**config.mk**
```make
export PLATFORM = sky130hd
export DESIGN_NAME = e1_crc4_cas_multiframer
export DESIGN_NICKNAME = d
export VERILOG_FILES = /design/src/inc/e1_mf_pkg.sv /design/src/design/e1_crc4_cas_multiframer.sv
export SDC_FILE = /design/constraint.sdc
export NUM_CORES = 1
export LEC_CHECK = 0
export ABC_AREA = 1
export BUFFER_PORTS_ARGS = -buffer_cell sky130_fd_sc_hd__clkbuf_2
export CAP_MARGIN = 15
export CELL_PAD_IN_SITES_DETAIL_PLACEMENT = 0
export CELL_PAD_IN_SITES_GLOBAL_PLACEMENT = 1
export CORE_MARGIN = 2
export CORE_UTILIZATION = 50
export CTS_BUF_LIST = sky130_fd_sc_hd__clkbuf_8
export DETAILED_ROUTE_END_ITERATION = 7
export HOLD_SLACK_MARGIN = 0.12
export PLACE_DENSITY_LB_ADDON = 0.1
export SLEW_MARGIN = 15
export SYNTH_ARGS = -nofsm -noshare
export SYNTH_HDL_FRONTEND = slang
export SYNTH_SLANG_ARGS = --single-unit
```
**constraint.sdc**
```tcl
create_clock -name clock -period 6.45 [get_ports clock]
set_input_delay 1.29 -clock clock [delete_from_list [all_inputs] [get_ports clock]]
set_output_delay 1.29 -clock clock [all_outputs]
set_load 0.005 [all_outputs]
```
**src/inc/e1_mf_pkg.sv**
```systemverilog
// Purpose: Shared constants, types and the CRC-4 step for the E1 multiframer.
// Assumes: 40 MHz system clock; frame timing strobes arrive from the basic framer.
// Notes:   Register offsets are byte addresses on a 32-bit classic Wishbone slave.
package e1_mf_pkg;
   // ----------------------------------------------------------------------
   // Timing
   // ----------------------------------------------------------------------
   localparam int CLOCK_HZ       = 40_000_000;
   localparam int CYCLES_PER_MS  = CLOCK_HZ / 1000;
   localparam int REFRAME_MS     = 8;
   localparam int SEARCH_MS      = 400;
   localparam int REFRAME_CYCLES = REFRAME_MS * CYCLES_PER_MS;
   localparam int SEARCH_CYCLES  = SEARCH_MS * CYCLES_PER_MS;
   localparam int TIMER_W        = 24;

   // ----------------------------------------------------------------------
   // Frame structure
   // ----------------------------------------------------------------------
   localparam logic [4:0] TS_ALIGN      = 5'h00;
   localparam logic [4:0] TS_SIG        = 5'h10;
   localparam logic [4:0] TS_LAST       = 5'h1F;
   localparam logic [2:0] SMF_LAST      = 3'h7;
   localparam logic [3:0] FRAME_SMF1END = 4'h7;
   localparam logic [3:0] FRAME_MFAS_END = 4'hB;
   localparam logic [3:0] FRAME_E1      = 4'hD;
   localparam logic [3:0] FRAME_CAS0    = 4'h0;
   localparam logic [6:0] FAS_PATTERN   = 7'h1B;
   localparam logic [5:0] MFAS_PATTERN  = 6'h0B;
   localparam logic [2:0] MFAS_TOP      = 3'h5;
   localparam logic [3:0] CAS_MFAS      = 4'h0;
   localparam logic       SPARE_BIT     = 1'b1;
   localparam logic [4:0] SA_IDLE       = 5'h1F;
   localparam logic [3:0] CRC_POLY      = 4'h3;
   localparam logic [1:0] CBIT_TOP      = 2'h3;
   localparam logic [4:0] SIG_HI_OFS    = 5'h01;
   localparam logic [4:0] SIG_LO_OFS    = 5'h0E;
   localparam int         CH_COUNT      = 30;

   // ----------------------------------------------------------------------
   // Error supervision
   // ----------------------------------------------------------------------
   localparam logic [9:0] CHECKS_PER_SEC = 10'h3E8;
   localparam logic [9:0] ERR_LIMIT      = 10'h392;

   // ----------------------------------------------------------------------
   // Registers
   // ----------------------------------------------------------------------
   localparam logic [8:0] REG_CTRL      = 9'h000;
   localparam logic [8:0] REG_STATUS    = 9'h004;
   localparam logic [8:0] REG_ERRCNT    = 9'h008;
   localparam logic [6:0] TXSIG_WORD    = 7'h10;
   localparam logic [6:0] RXSIG_WORD    = 7'h40;
   localparam logic [6:0] CH_COUNT_W    = 7'h1E;
   localparam int CTRL_IWD   = 0;
   localparam int CTRL_RAD   = 1;
   localparam int CTRL_RAF   = 2;
   localparam int CTRL_EDEF  = 3;
   localparam int STAT_SYNC  = 0;
   localparam int STAT_CAS   = 1;
   localparam int STAT_NCRC  = 2;
   localparam int STAT_RAI   = 3;
   localparam int STAT_STATE = 4;

   typedef enum logic [1:0] {
      MF_SEARCH = 2'b00,
      MF_SYNC   = 2'b01,
      MF_ALARM  = 2'b11,
      MF_NONCRC = 2'b10
   } mf_state_t;

   // One CRC-4 step over a byte, MSB first; the shift form includes the X^4 factor.
   function automatic logic [3:0] crc4_byte(input logic [3:0] c, input logic [7:0] d);
      logic [3:0] r;
      logic       fb;
      r = c;
      for (int i = 7; i >= 0; i--) begin
         fb = r[3] ^ d[i];
         r  = {r[2:0], 1'b0} ^ (fb ? CRC_POLY : 4'h0);
      end
      return r;
   endfunction : crc4_byte
endpackage : e1_mf_pkg
```
**src/design/e1_crc4_cas_multiframer.sv**
```systemverilog
// Purpose: E1 CRC-4 and CAS multiframing for transmit and receive time slot streams.
// Assumes: tsStrobe/tsNum mark each time slot on both directions, rxBasicAligned from framer.
// Notes:   Long timers are parameters so simulation can shorten them.
`timescale 1ns/1ps

// Function
// - CRC multiframe is sixteen frames, 2 ms.
// - Multiframe alignment pattern 001011 in NFAS bit one.
// - Two submultiframes of eight frames each.
// - CRC-4 over each transmit submultiframe, X^4+X+1.
// - Remainder goes in next submultiframe FAS bits.
// - Check received remainder against next submultiframe.
// - Over 914 errors per 1000 forces reframe.
// - E1/E2 low report submultiframe CRC errors.
// - Interworking disable bit clear selects automatic interworking.
// - Disabled interworking, 400 ms failure holds RAI high.
// - E-bits follow default bit while not synchronised.
// - Interworking: flicker, then non-CRC mode, RAI low.
// - Auto-disable holds RAI at force bit.
// - Disabled interworking: flicker, then RAI high, searching.
// - Sync ends search and drives RAI low.
// - CAS multiframe tracked independently, sixteen frames.
// - CAS alignment 0000 in slot 16 upper nibble.
// - Y bit zero when receive CAS aligned.
// - Spare bits 5, 7, 8 sent as one.
// - Frame n carries channels n and n+15.
// - Bit two zero marks FAS, one NFAS.
// - FAS carries 0011011 after bit one.
// - NFAS bit three carries remote alarm.
module e1_crc4_cas_multiframer
   import e1_mf_pkg::*;
#(
   parameter int reframeCycles = REFRAME_CYCLES,
   parameter int searchCycles  = SEARCH_CYCLES
) (
   input  wire logic        clock,
   input  wire logic        rst_n,
   input  wire logic        cyc_i,
   input  wire logic        stb_i,
   input  wire logic        we_i,
   input  wire logic [8:0]  adr_i,
   input  wire logic [3:0]  sel_i,
   input  wire logic [31:0] dat_i,
   output logic      [31:0] dat_o,
   output logic             ack_o,
   input  wire logic        tsStrobe,
   input  wire logic [4:0]  tsNum,
   input  wire logic [7:0]  txPayload,
   input  wire logic [7:0]  rxByte,
   input  wire logic        rxBasicAligned,
   output logic      [7:0]  txByte,
   output logic             txRai,
   output logic             reframeReq,
   output logic             crcErr,
   output logic             crcMfSyncStatus,
   output logic             casMfAligned,
   output logic             nonCrcMode
);

   // ----------------------------------------------------------------------
   // State
   // ----------------------------------------------------------------------
   typedef struct packed {
      mf_state_t              mfState;
      logic [TIMER_W-1:0]     timer;
      logic [TIMER_W-1:0]     refrTimer;
      logic                   raiFlick;
      logic                   raiQ;
      logic [3:0]             txFrame;
      logic [3:0]             txCasFrame;
      logic [3:0]             txCrc;
      logic [3:0]             txRem;
      logic [7:0]             txByte;
      logic                   ebit1;
      logic                   ebit2;
      logic [3:0]             rxFrame;
      logic [3:0]             rxCasFrame;
      logic                   casAligned;
      logic [5:0]             mfHist;
      logic [3:0]             rxCrc;
      logic [3:0]             rxRem;
      logic                   remValid;
      logic [3:0]             rxCbits;
      logic [9:0]             checkCnt;
      logic [9:0]             errCnt;
      logic [9:0]             lastErrCnt;
      logic                   reframe;
      logic                   crcErr;
      logic [3:0]             ctrl;
      logic [CH_COUNT-1:0][3:0] txSig;
      logic [CH_COUNT-1:0][3:0] rxSig;
      logic                   ack;
      logic [31:0]            datOut;
   } state_t;

   state_t st_reg;
   state_t st_next;

   logic       raiOut;
   logic       ebitOut1;
   logic       ebitOut2;
   logic       txBit1;
   logic [7:0] txSel;
   logic [7:0] crcIn;
   logic [3:0] txCrcNew;
   logic [3:0] rxCrcNew;
   logic [5:0] histNew;
   logic       mfMatch;
   logic       mfBad;
   logic       err;
   logic       wbReq;
   logic [6:0] wbWord;
   logic [6:0] txIdx;
   logic [6:0] rxIdx;
   logic [4:0] sigHi;
   logic [4:0] sigLo;
   logic [4:0] rxHi;
   logic [4:0] rxLo;

   // ----------------------------------------------------------------------
   // Next state
   // ----------------------------------------------------------------------
   always_comb begin
      st_next = st_reg;
      st_next.reframe = 1'b0;
      st_next.crcErr = 1'b0;
      err = 1'b0;
      mfMatch = 1'b0;
      mfBad = 1'b0;
      histNew = st_reg.mfHist;
      // Remote alarm selection.
      if (st_reg.ctrl[CTRL_RAD]) begin
         raiOut = st_reg.ctrl[CTRL_RAF];
      end else begin
         case (st_reg.mfState)
            MF_SYNC:   raiOut = 1'b0;
            MF_SEARCH: raiOut = st_reg.raiFlick;
            MF_ALARM:  raiOut = 1'b1;
            MF_NONCRC: raiOut = 1'b0;
            default:   raiOut = 1'b1;
         endcase
      end
      st_next.raiQ = raiOut;
      // E-bits follow the default bit whenever the multiframe is not in sync.
      ebitOut1 = (st_reg.mfState == MF_SYNC) ? st_reg.ebit1 : st_reg.ctrl[CTRL_EDEF];
      ebitOut2 = (st_reg.mfState == MF_SYNC) ? st_reg.ebit2 : st_reg.ctrl[CTRL_EDEF];
      // Transmit time slot zero bit one: remainder, MFAS or E-bit.
      if (!st_reg.txFrame[0]) begin
         txBit1 = st_reg.txRem[CBIT_TOP - st_reg.txFrame[2:1]];
      end else if (st_reg.txFrame <= FRAME_MFAS_END) begin
         txBit1 = MFAS_PATTERN[MFAS_TOP - st_reg.txFrame[3:1]];
      end else if (st_reg.txFrame == FRAME_E1) begin
         txBit1 = ebitOut1;
      end else begin
         txBit1 = ebitOut2;
      end
      sigHi = {1'b0, st_reg.txCasFrame} - SIG_HI_OFS;
      sigLo = {1'b0, st_reg.txCasFrame} + SIG_LO_OFS;
      case (tsNum)
         TS_ALIGN: begin
            if (!st_reg.txFrame[0]) begin
               txSel = {txBit1, FAS_PATTERN};
            end else begin
               txSel = {txBit1, 1'b1, raiOut, SA_IDLE};
            end
         end
         TS_SIG: begin
            if (st_reg.txCasFrame == FRAME_CAS0) begin
               // Y bit in bit 6, spare X bits in 5, 7 and 8.
               txSel = {CAS_MFAS, SPARE_BIT, !st_reg.casAligned,
                        SPARE_BIT, SPARE_BIT};
            end else begin
               txSel = {st_reg.txSig[sigHi], st_reg.txSig[sigLo]};
            end
         end
         default: txSel = txPayload;
      endcase
      // Remainder bit positions enter the CRC as zero.
      crcIn = ((tsNum == TS_ALIGN) && !st_reg.txFrame[0]) ? {1'b0, txSel[6:0]} : txSel;
      txCrcNew = crc4_byte(st_reg.txCrc, crcIn);

      // ------------------------------------------------------------------
      // Transmit side
      // ------------------------------------------------------------------
      if (tsStrobe) begin
         st_next.txByte = txSel;
         st_next.txCrc = txCrcNew;
         if ((tsNum == TS_ALIGN) && st_reg.txFrame[0]) begin
            st_next.raiFlick = 1'b0;
         end
         if (tsNum == TS_LAST) begin
            st_next.txFrame = st_reg.txFrame + 4'h1;
            st_next.txCasFrame = st_reg.txCasFrame + 4'h1;
            if (st_reg.txFrame[2:0] == SMF_LAST) begin
               st_next.txRem = txCrcNew;
               st_next.txCrc = 4'h0;
            end
         end
      end

      // ------------------------------------------------------------------
      // Receive side
      // ------------------------------------------------------------------
      rxHi = {1'b0, st_reg.rxCasFrame} - SIG_HI_OFS;
      rxLo = {1'b0, st_reg.rxCasFrame} + SIG_LO_OFS;
      rxCrcNew = crc4_byte(st_reg.rxCrc, ((tsNum == TS_ALIGN) && !rxByte[6]) ?
                           {1'b0, rxByte[6:0]} : rxByte);
      if (tsStrobe && rxBasicAligned) begin
         st_next.rxCrc = rxCrcNew;
         if (tsNum == TS_ALIGN) begin
            if (rxByte[6]) begin
               histNew = {st_reg.mfHist[4:0], rxByte[7]};
               st_next.mfHist = histNew;
               mfMatch = (histNew == MFAS_PATTERN);
               if (st_reg.rxFrame <= FRAME_MFAS_END) begin
                  mfBad = rxByte[7] != MFAS_PATTERN[MFAS_TOP - st_reg.rxFrame[3:1]];
               end
               if (mfMatch && (st_reg.mfState != MF_SYNC)) begin
                  st_next.rxFrame = FRAME_MFAS_END;
               end
            end else begin
               st_next.rxCbits = {st_reg.rxCbits[2:0], rxByte[7]};
            end
         end
         if (tsNum == TS_SIG) begin
            if (rxByte[7:4] == CAS_MFAS) begin
               st_next.casAligned = 1'b1;
               st_next.rxCasFrame = FRAME_CAS0;
            end else if (st_reg.rxCasFrame == FRAME_CAS0) begin
               st_next.casAligned = 1'b0;
            end else if (st_reg.casAligned) begin
               st_next.rxSig[rxHi] = rxByte[7:4];
               st_next.rxSig[rxLo] = rxByte[3:0];
            end
         end
         if (tsNum == TS_LAST) begin
            st_next.rxFrame = st_reg.rxFrame + 4'h1;
            st_next.rxCasFrame = st_reg.rxCasFrame + 4'h1;
            if (st_reg.rxFrame[2:0] == SMF_LAST) begin
               st_next.rxCrc = 4'h0;
               st_next.rxRem = rxCrcNew;
               st_next.remValid = (st_reg.mfState == MF_SYNC) &&
                                  (st_reg.remValid || (st_reg.rxFrame == FRAME_SMF1END));
               if ((st_reg.mfState == MF_SYNC) && st_reg.remValid) begin
                  err = st_reg.rxCbits != st_reg.rxRem;
                  st_next.crcErr = err;
                  // End of submultiframe 1 closes the check of submultiframe 2.
                  if (st_reg.rxFrame == FRAME_SMF1END) begin
                     st_next.ebit2 = !err;
                  end else begin
                     st_next.ebit1 = !err;
                  end
                  st_next.errCnt = st_reg.errCnt + {9'h000, err};
                  st_next.checkCnt = st_reg.checkCnt + 10'h001;
                  if (st_next.checkCnt == CHECKS_PER_SEC) begin
                     st_next.reframe = st_next.errCnt > ERR_LIMIT;
                     st_next.lastErrCnt = st_next.errCnt;
                     st_next.checkCnt = 10'h000;
                     st_next.errCnt = 10'h000;
                  end
               end
            end
         end
      end

      // ------------------------------------------------------------------
      // Multiframe alignment control
      // ------------------------------------------------------------------
      case (st_reg.mfState)
         MF_SEARCH: begin
            st_next.timer = st_reg.timer + 24'h000001;
            st_next.refrTimer = st_reg.refrTimer + 24'h000001;
            if (mfMatch) begin
               st_next.mfState = MF_SYNC;
            end else if (st_reg.timer == TIMER_W'(searchCycles - 1)) begin
               st_next.mfState = st_reg.ctrl[CTRL_IWD] ? MF_ALARM : MF_NONCRC;
            end else if (st_reg.refrTimer == TIMER_W'(reframeCycles - 1)) begin
               st_next.refrTimer = 24'h000000;
               st_next.reframe = 1'b1;
               st_next.raiFlick = 1'b1;
            end
         end
         MF_ALARM: begin
            if (mfMatch) begin
               st_next.mfState = MF_SYNC;
            end
         end
         MF_NONCRC: begin
            if (st_reg.ctrl[CTRL_IWD]) begin
               st_next.mfState = MF_SEARCH;
            end
         end
         MF_SYNC: begin
            if (!rxBasicAligned || mfBad) begin
               st_next.mfState = MF_SEARCH;
               st_next.remValid = 1'b0;
            end
         end
         default: st_next.mfState = MF_SEARCH;
      endcase
      if (st_next.mfState != st_reg.mfState) begin
         st_next.timer = 24'h000000;
         st_next.refrTimer = 24'h000000;
         st_next.checkCnt = 10'h000;
         st_next.errCnt = 10'h000;
         st_next.ebit1 = 1'b1;
         st_next.ebit2 = 1'b1;
      end

      // ------------------------------------------------------------------
      // Wishbone slave
      // ------------------------------------------------------------------
      wbReq = cyc_i && stb_i && !st_reg.ack;
      wbWord = adr_i[8:2];
      txIdx = wbWord - TXSIG_WORD;
      rxIdx = wbWord - RXSIG_WORD;
      st_next.ack = wbReq;
      if (wbReq) begin
         st_next.datOut = 32'h00000000;
         if (adr_i == REG_CTRL) begin
            st_next.datOut[3:0] = st_reg.ctrl;
            if (we_i && sel_i[0]) begin
               st_next.ctrl = dat_i[3:0];
            end
         end else if (adr_i == REG_STATUS) begin
            st_next.datOut[STAT_SYNC] = st_reg.mfState != MF_SYNC;
            st_next.datOut[STAT_CAS] = st_reg.casAligned;
            st_next.datOut[STAT_NCRC] = st_reg.mfState == MF_NONCRC;
            st_next.datOut[STAT_RAI] = st_reg.raiQ;
            st_next.datOut[STAT_STATE +: 2] = st_reg.mfState;
         end else if (adr_i == REG_ERRCNT) begin
            st_next.datOut[9:0] = st_reg.lastErrCnt;
         end else if (txIdx < CH_COUNT_W) begin
            st_next.datOut[3:0] = st_reg.txSig[txIdx[4:0]];
            if (we_i && sel_i[0]) begin
               st_next.txSig[txIdx[4:0]] = dat_i[3:0];
            end
         end else if (rxIdx < CH_COUNT_W) begin
            st_next.datOut[3:0] = st_reg.rxSig[rxIdx[4:0]];
         end
      end
   end

   always_ff @(posedge clock) begin
      if (!rst_n) begin
         st_reg <= '0;
      end else begin
         st_reg <= st_next;
      end
   end

   // ----------------------------------------------------------------------
   // Outputs
   // ----------------------------------------------------------------------
   assign dat_o           = st_reg.datOut;
   assign ack_o           = st_reg.ack;
   assign txByte          = st_reg.txByte;
   assign txRai           = st_reg.raiQ;
   assign reframeReq      = st_reg.reframe;
   assign crcErr          = st_reg.crcErr;
   assign crcMfSyncStatus = st_reg.mfState != MF_SYNC;
   assign casMfAligned    = st_reg.casAligned;
   assign nonCrcMode      = st_reg.mfState == MF_NONCRC;
endmodule : e1_crc4_cas_multiframer

```
==> parameters.txt, run 1 <==
Parameter                              Value

Outcome
  Result of the run    finished clean

GRT
  GRT Residual Overflow    0
  Pin count of the biggest net entering global routing    90
  Via count of the first global-routing pass    20800
  Global-route total usage across every layer    0.307
  Global-route wire length before repair    114000 um
  Number of antenna violations at the first check in global routing    1

Clock tree
  Later-pin clock latency in the skew report    0.67 ns
  Clock tree from TritonCTS    built
  TritonCTS Sinks    392
  Number of hold buffers added after CTS    0
  Setup bufs post-CTS    0
  Post-CTS clock slew at the launch and capture registers of the worst setup and hold paths    0.06 ns
  Quantity of gates resized following cts    0
  Root buf cell    sky130_fd_sc_hd__clkbuf_8
  CTS HTree Levels    3
  Maximum root-to-sink buffer count    3
  Cts bufs inserted    73

Power and ir drop
  Fraction of power spent switching nets    0.267
  Clk pwr share    0.462
  Int Power    3.91 mW
  Static leakage    9.11 nW
  Net switching power of the design    1.43 mW
  Share of power burned in registers    0.460
  Proportion of power drawn by combinational gates    0.078
  Max IR drop VDD    0.000184 V
  Power per cell area    222 nW/um^2

Die
  Area inside the core boundary    44200 um^2
  Site row count    77
  Y dimension of the die    215 um
  Die ar.    46400 um^2
  Initial Utilization    0.506
  Count of pins on the block boundary    120
  Die width    215 um

Cells and area
  Commonest non-fill, non-tap cells in the layout    458 x sky130_fd_sc_hd__nand2_1, 391 x sky130_fd_sc_hd__dfxtp_1, 373 x sky130_fd_sc_hd__inv_1, 296 x sky130_fd_sc_hd__nand3_1, 259 x sky130_fd_sc_hd__o21ai_0
  Antenna diodes    0
  Layout Cell Area excl Fill    24100 um^2
  Most common cell after layout, fill and taps aside    sky130_fd_sc_hd__nand2_1
  Share of cells above drive strength 1    0.118
  Flip-flop count of the largest register after layout    369
  Final #Nets    3246
  Area delta synth->final    7.74%

Placed design
  Cell area reported after detailed placement    22600 um^2
  # port buffers    66
  Final weighted congestion in routability-driven placement    0.895
  Detailed placement HPWL    48900 um

Synth
  Number of enable-type register cells in the synthesized netlist    0
  Main flop type after synthesis    sky130_fd_sc_hd__dfxtp_1
  Netlist area before placement    22400 um^2
  Number of unique standard cell types used by synthesis    59
  Post-synthesis instance total    3151
  Proportion of synthesized chip area in sequential cells    0.351
  Post-synthesis async set-or-reset flop share    0
  Total number of yosys warnings    0
  Synth Register Bits    392
  Synthesized area divided by synthesized cell count    7.10 um^2

Worst setup path
  Critical setup path kind    input port to flip-flop
  Startpoint type of the worst setup path    input port
  Reg-to-reg slack, setup    2.29 ns
  Data required time of the critical path    6.94 ns
  Crit path capture type    flip-flop
  Highest fanout seen on the critical path    33
  Arrival time of the worst setup path    4.67 ns

Detailed routing
  Final wirelength    72400 um
  DRT antenna net count    0
  Detailed-router iteration count before antenna repair    6
  Drt drc    0
  Overall via count from detail_route    22000
  Vias per inst    5.82
  Wire length per cell after detailed routing    19.1 um
  Drt first-iter violations    2126

Job
  Max-cap violation count    0

Hold path
  Tightest Hold Check Type    flip-flop to flip-flop

STA
  Worst rel slew slack    0.285
  Total negative setup slack    0 ns
  Period utilisation layout    0.647
  Post-layout min period    4.17 ns
  Final-report max-slew violation count    0
  Final setup fails    0
  Endpoints failing hold    0
  Layout Skew    0.0386 ns
  Unrepaired setup endpoints after global routing    no
  Maximum clock frequency    240 MHz
  Transition at the pin with the smallest max-transition slack    1.07 ns
[per-stage QoR]
| stage | total power, mW | setup WS [ns] | cells | utilization | hold WS [ns] |
|---|---|---|---|---|---|
| 5_1_grt | 5.53 | 1.89 | 3781 | 0.545 | 0.469 |
| 3_5_place_dp | 2.92 | 1.71 | 3657 | 0.511 | 0.441 |
| 2_1_floorplan | 2.81 | 3.44 | 3172 | - | 0.424 |
| 3_3_place_gp | 2.91 | 1.77 | 3657 | 0.511 | 0.440 |
| 6_report | 5.34 | 2.28 | 3781 | 0.545 | 0.447 |
| 4_1_cts | 5.37 | 2.36 | 3781 | 0.545 | 0.449 |
[power groups by stage]
stage	logic (mW)	clock network, mW	registers, mW
floorplan	0.305	0	2.50
global placement	0.405	0	2.51
CTS	0.412	2.51	2.45
global route	0.452	2.62	2.46
detailed placement	0.411	0	2.51
finish	0.418	2.47	2.46
[path summary, 6_finish.rpt]
| path | depth (start not counted) | end | from |
|---|---|---|---|
| setup / recovery | 13 | dat_o[2] | adr_i[2] |
| hold / removal | 2 | st_reg[285] | st_reg[285] |
| setup reg to reg | 20 | st_reg[353] | st_reg[355] |
| hold reg to reg | 2 | st_reg[285] | st_reg[285] |
[per-layer routing]
layer | up-vias | track usage | share of wire
met3 | 186 | 0.0476 | 0.074
met2 | 886 | 0.493 | 0.45
li1 | 10700 | - | -
met4 | 0 | 0.134 | 0.042
met5 | - | 0 | 0
met1 | 10200 | 0.409 | 0.43
[synthesized netlist by cell type (all sizes together), types with 45 or more instances]
library cell | n | area, um^2
o22ai | 76 | 475
nor3 | 57 | 374
a21oi | 233 | 1230
a211oi | 127 | 953
buf | 100 | 714
clkbuf | 93 | 349
nor2 | 309 | 1460
nand2 | 492 | 2010
dfxtp | 392 | 7850
nand3 | 301 | 1540
xor2 | 47 | 412
a221oi | 45 | 400
o21ai | 286 | 1440
inv | 386 | 1460
[cells by family after synthesis]
kind of cell | count (synthesis) | share of synthesized area
buf+inv | 582 | 0.113
simple gates | 1215 | 0.258
fa+ha+maj | 33 | 0.0185
compound gates | 862 | 0.233
flops | 392 | 0.351
other cells | 1 | 0.000168
xor+xnor | 66 | 0.0259
[worst max-delay path, cell delays in order]
cell                       delay (ns)
sky130_fd_sc_hd__clkbuf_2        0.47
sky130_fd_sc_hd__inv_2           0.32
sky130_fd_sc_hd__nand2_2         0.77
sky130_fd_sc_hd__buf_4           0.39
sky130_fd_sc_hd__o22ai_1         0.10
sky130_fd_sc_hd__o21ai_0         0.30
sky130_fd_sc_hd__nand4_1         0.19
sky130_fd_sc_hd__o21ai_0         0.19
sky130_fd_sc_hd__nand3_1         0.18
sky130_fd_sc_hd__o211ai_1        0.13
sky130_fd_sc_hd__o21ai_0         0.11
sky130_fd_sc_hd__a21oi_1         0.13
sky130_fd_sc_hd__nor2_1          0.06
[area by class of cell]
type	count	area, um^2
Clock buffer	96	1320
Fill cell	4380	20100
Inverter	389	1470
Multi-Input combinational cell	2198	12100
Sequential cell	392	7850
Tap cell	592	741
Timing Repair Buffer	86	483
Clock inverter	28	158
Power figures use the tool's default switching activity.
==> run 2, diff against run 1 <==
--- a/config.mk
+++ b/config.mk
@@ -11,7 +11,7 @@
 export CELL_PAD_IN_SITES_DETAIL_PLACEMENT = 0
 export CELL_PAD_IN_SITES_GLOBAL_PLACEMENT = 1
 export CORE_MARGIN = 2
-export CORE_UTILIZATION = 50
+export CORE_UTILIZATION = 47
 export CTS_BUF_LIST = sky130_fd_sc_hd__clkbuf_8
 export DETAILED_ROUTE_END_ITERATION = 7
 export HOLD_SLACK_MARGIN = 0.12
==> constraint.sdc (replaced) <==
create_clock -name clock -period 4.3 [get_ports clock]
set_input_delay 0.86 -clock clock [delete_from_list [all_inputs] [get_ports clock]]
set_output_delay 0.86 -clock clock [all_outputs]
set_load 0.005 [all_outputs]
==> parameters.txt, run 2 (synthesized netlist as in run 1, its figures left out) <==
Parameter                              Value

Cells and area
  Final #Nets    3273
  Layout Cell Area excl Fill    24400 um^2
  Share of cells above drive strength 1    0.127
  Flip-flop count of the largest register after layout    369
  Most common cell after layout, fill and taps aside    sky130_fd_sc_hd__nand2_1
  Cell Count, Final, Fillers Out    3827
  Area delta synth->final    9.18%
  Commonest non-fill, non-tap cells in the layout    458 x sky130_fd_sc_hd__nand2_1, 391 x sky130_fd_sc_hd__dfxtp_1, 368 x sky130_fd_sc_hd__inv_1, 296 x sky130_fd_sc_hd__nand3_1, 259 x sky130_fd_sc_hd__o21ai_0

Worst setup path
  Startpoint type of the worst setup path    flip-flop
  Arrival time of the worst setup path    4.00 ns
  Highest fanout seen on the critical path    29
  Data required time of the critical path    4.82 ns
  Critical setup path kind    flip-flop to flip-flop
  Top delay family on crit path    simple AND/OR/NAND/NOR gates
  Worst path max stage delay    0.53 ns
  Slowest cell on the critical path    sky130_fd_sc_hd__inv_2
  Crit path capture type    flip-flop
  Worst path cell trace    inv_2 -> ha_1 -> inv_2 -> nand3_1 -> nand3_1 -> nand3_1 -> nand3_1 -> nand2_1 -> nand2_1 -> nand2_2 -> nand2_2 -> nand2_2 -> nand2_1 -> nand2_1 -> nand2_1 -> nand3_1 -> nand3_1 -> nand2_1 -> o21bai_1 -> inv_1
  Number of buffers and inverters on the critical path    3

Detailed routing
  Wire length per cell after detailed routing    19.1 um
  Drt drc    0
  Drt first-iter violations    2125
  Detailed-router iteration count before antenna repair    6
  Overall via count from detail_route    22000
  Final wirelength    72900 um
  Vias per inst    5.74
  DRT antenna net count    0

STA
  Transition at the pin with the smallest max-transition slack    0.808 ns
  Period utilisation layout    0.811
  Maximum clock frequency    287 MHz
  Total negative setup slack    0 ns
  Endpoints failing hold    0
  Unrepaired setup endpoints after global routing    no
  Layout Skew    0.0302 ns
  Worst rel slew slack    0.461
  Final setup fails    0
  Final-report max-slew violation count    0
  Post-layout min period    3.49 ns

GRT
  Pin count of the biggest net entering global routing    123
  Via count of the first global-routing pass    20600
  Global-route total usage across every layer    0.290
  Global-route wire length before repair    114000 um
  Number of antenna violations at the first check in global routing    1
  GRT Residual Overflow    0

Placed design
  Detailed placement HPWL    50000 um
  Cell area reported after detailed placement    22900 um^2
  # port buffers    66
  Placed cells    3700
  Final weighted congestion in routability-driven placement    0.931

Hold path
  Tightest Hold Check Type    flip-flop to flip-flop

Job
  Max-cap violation count    0

Die
  Area inside the core boundary    46800 um^2
  Count of pins on the block boundary    120
  Y dimension of the die    222 um
  Die ar.    49300 um^2
  Initial Utilization    0.478
  Site row count    79
  Die width    222 um

Clock tree
  Quantity of gates resized following cts    0
  Clock tree from TritonCTS    built
  Number of hold buffers added after CTS    0
  Root buf cell    sky130_fd_sc_hd__clkbuf_8
  TritonCTS Sinks    392
  Setup bufs post-CTS    0
  Post-CTS clock slew at the launch and capture registers of the worst setup and hold paths    0.06 ns
  Later-pin clock latency in the skew report    0.65 ns
  CTS HTree Levels    3
  Maximum root-to-sink buffer count    3
  Cts bufs inserted    72

Power and ir drop
  Fraction of power spent switching nets    0.264
  Max IR drop VDD    0.000231 V
  Net switching power of the design    2.15 mW
  Share of power burned in registers    0.451
  Static leakage    9.27 nW
  Power per cell area    334 nW/um^2
  Proportion of power drawn by combinational gates    0.079
  Clk pwr share    0.470
  Int Power    6.01 mW

Outcome
  Result of the run    finished clean
run 2: cell count changes in the layout (fill, tap and decap cells not counted):
cell	previous run	this run
sky130_fd_sc_hd__inv_6	2	1
sky130_fd_sc_hd__buf_12	0	2
sky130_fd_sc_hd__buf_4	21	47
sky130_fd_sc_hd__clkinv_2	1	4
sky130_fd_sc_hd__bufinv_16	1	2
sky130_fd_sc_hd__clkbuf_8	96	100
sky130_fd_sc_hd__inv_1	373	368
sky130_fd_sc_hd__inv_8	2	0
sky130_fd_sc_hd__diode_2	0	1
sky130_fd_sc_hd__clkinvlp_4	0	2
run 2: path summary, 6_finish.rpt:
| check | start | end | slack (ns) | cells past startpoint |
|---|---|---|---|---|
| setup / recovery | st_reg[356] | st_reg[349] | 0.81 | 20 |
| hold / removal | st_reg[288] | st_reg[288] | 0.45 | 2 |
| setup reg to reg | st_reg[356] | st_reg[349] | 0.81 | 20 |
| hold reg to reg | st_reg[288] | st_reg[288] | 0.45 | 2 |
run 2: power groups by stage:
| stage | Clock (mW) | Sequential [mW] | Combinational (mW) |
|---|---|---|---|
| after global placement | 0 | 3.76 | 0.628 |
| after global routing | 4.06 | 3.68 | 0.700 |
| final | 3.84 | 3.68 | 0.644 |
| after CTS | 3.90 | 3.68 | 0.638 |
| after detailed placement | 0 | 3.76 | 0.636 |
| after floorplan | 0 | 3.75 | 0.457 |
run 2: area by class of cell:
| type | instances | area (um^2) |
|---|---|---|
| clock inverter | 26 | 168 |
| clock buffer | 100 | 1380 |
| multi-input combinational | 2198 | 12100 |
| sequential | 392 | 7850 |
| timing repair buffer | 114 | 718 |
| inverter | 389 | 1470 |
| tap | 607 | 759 |
| fill | 4695 | 22300 |
| antenna | 1 | 2.50 |
run 2: worst register-to-register path: cells and delay by family, from the launching register on:
kind / cells / cell delay, ns
fa+ha+maj: 1 / 0.35
buf+inv: 3 / 0.97
flops: 1 / 0.32
simple gates: 15 / 1.60
compound gates: 1 / 0.15
run 2: metal layers:
layer	track usage	vias to the layer above	wire length [um]
li1	-	10800	-
met1	0.386	10300	32300
met2	0.470	779	33600
met3	0.0468	158	4590
met4	0.113	0	2420
met5	0	-	0
run 2: through the flow:
step / utilization / hold WS [ns] / total power, mW / setup WS, ns
5_1_grt: 0.522 / 0.462 / 8.44 / 0.574
6_report: 0.522 / 0.448 / 8.16 / 0.815
4_1_cts: 0.522 / 0.449 / 8.22 / 0.829
3_5_place_dp: 0.489 / 0.440 / 4.40 / 0.776
2_1_floorplan: - / 0.424 / 4.21 / 1.61
3_3_place_gp: 0.489 / 0.440 / 4.39 / 0.808
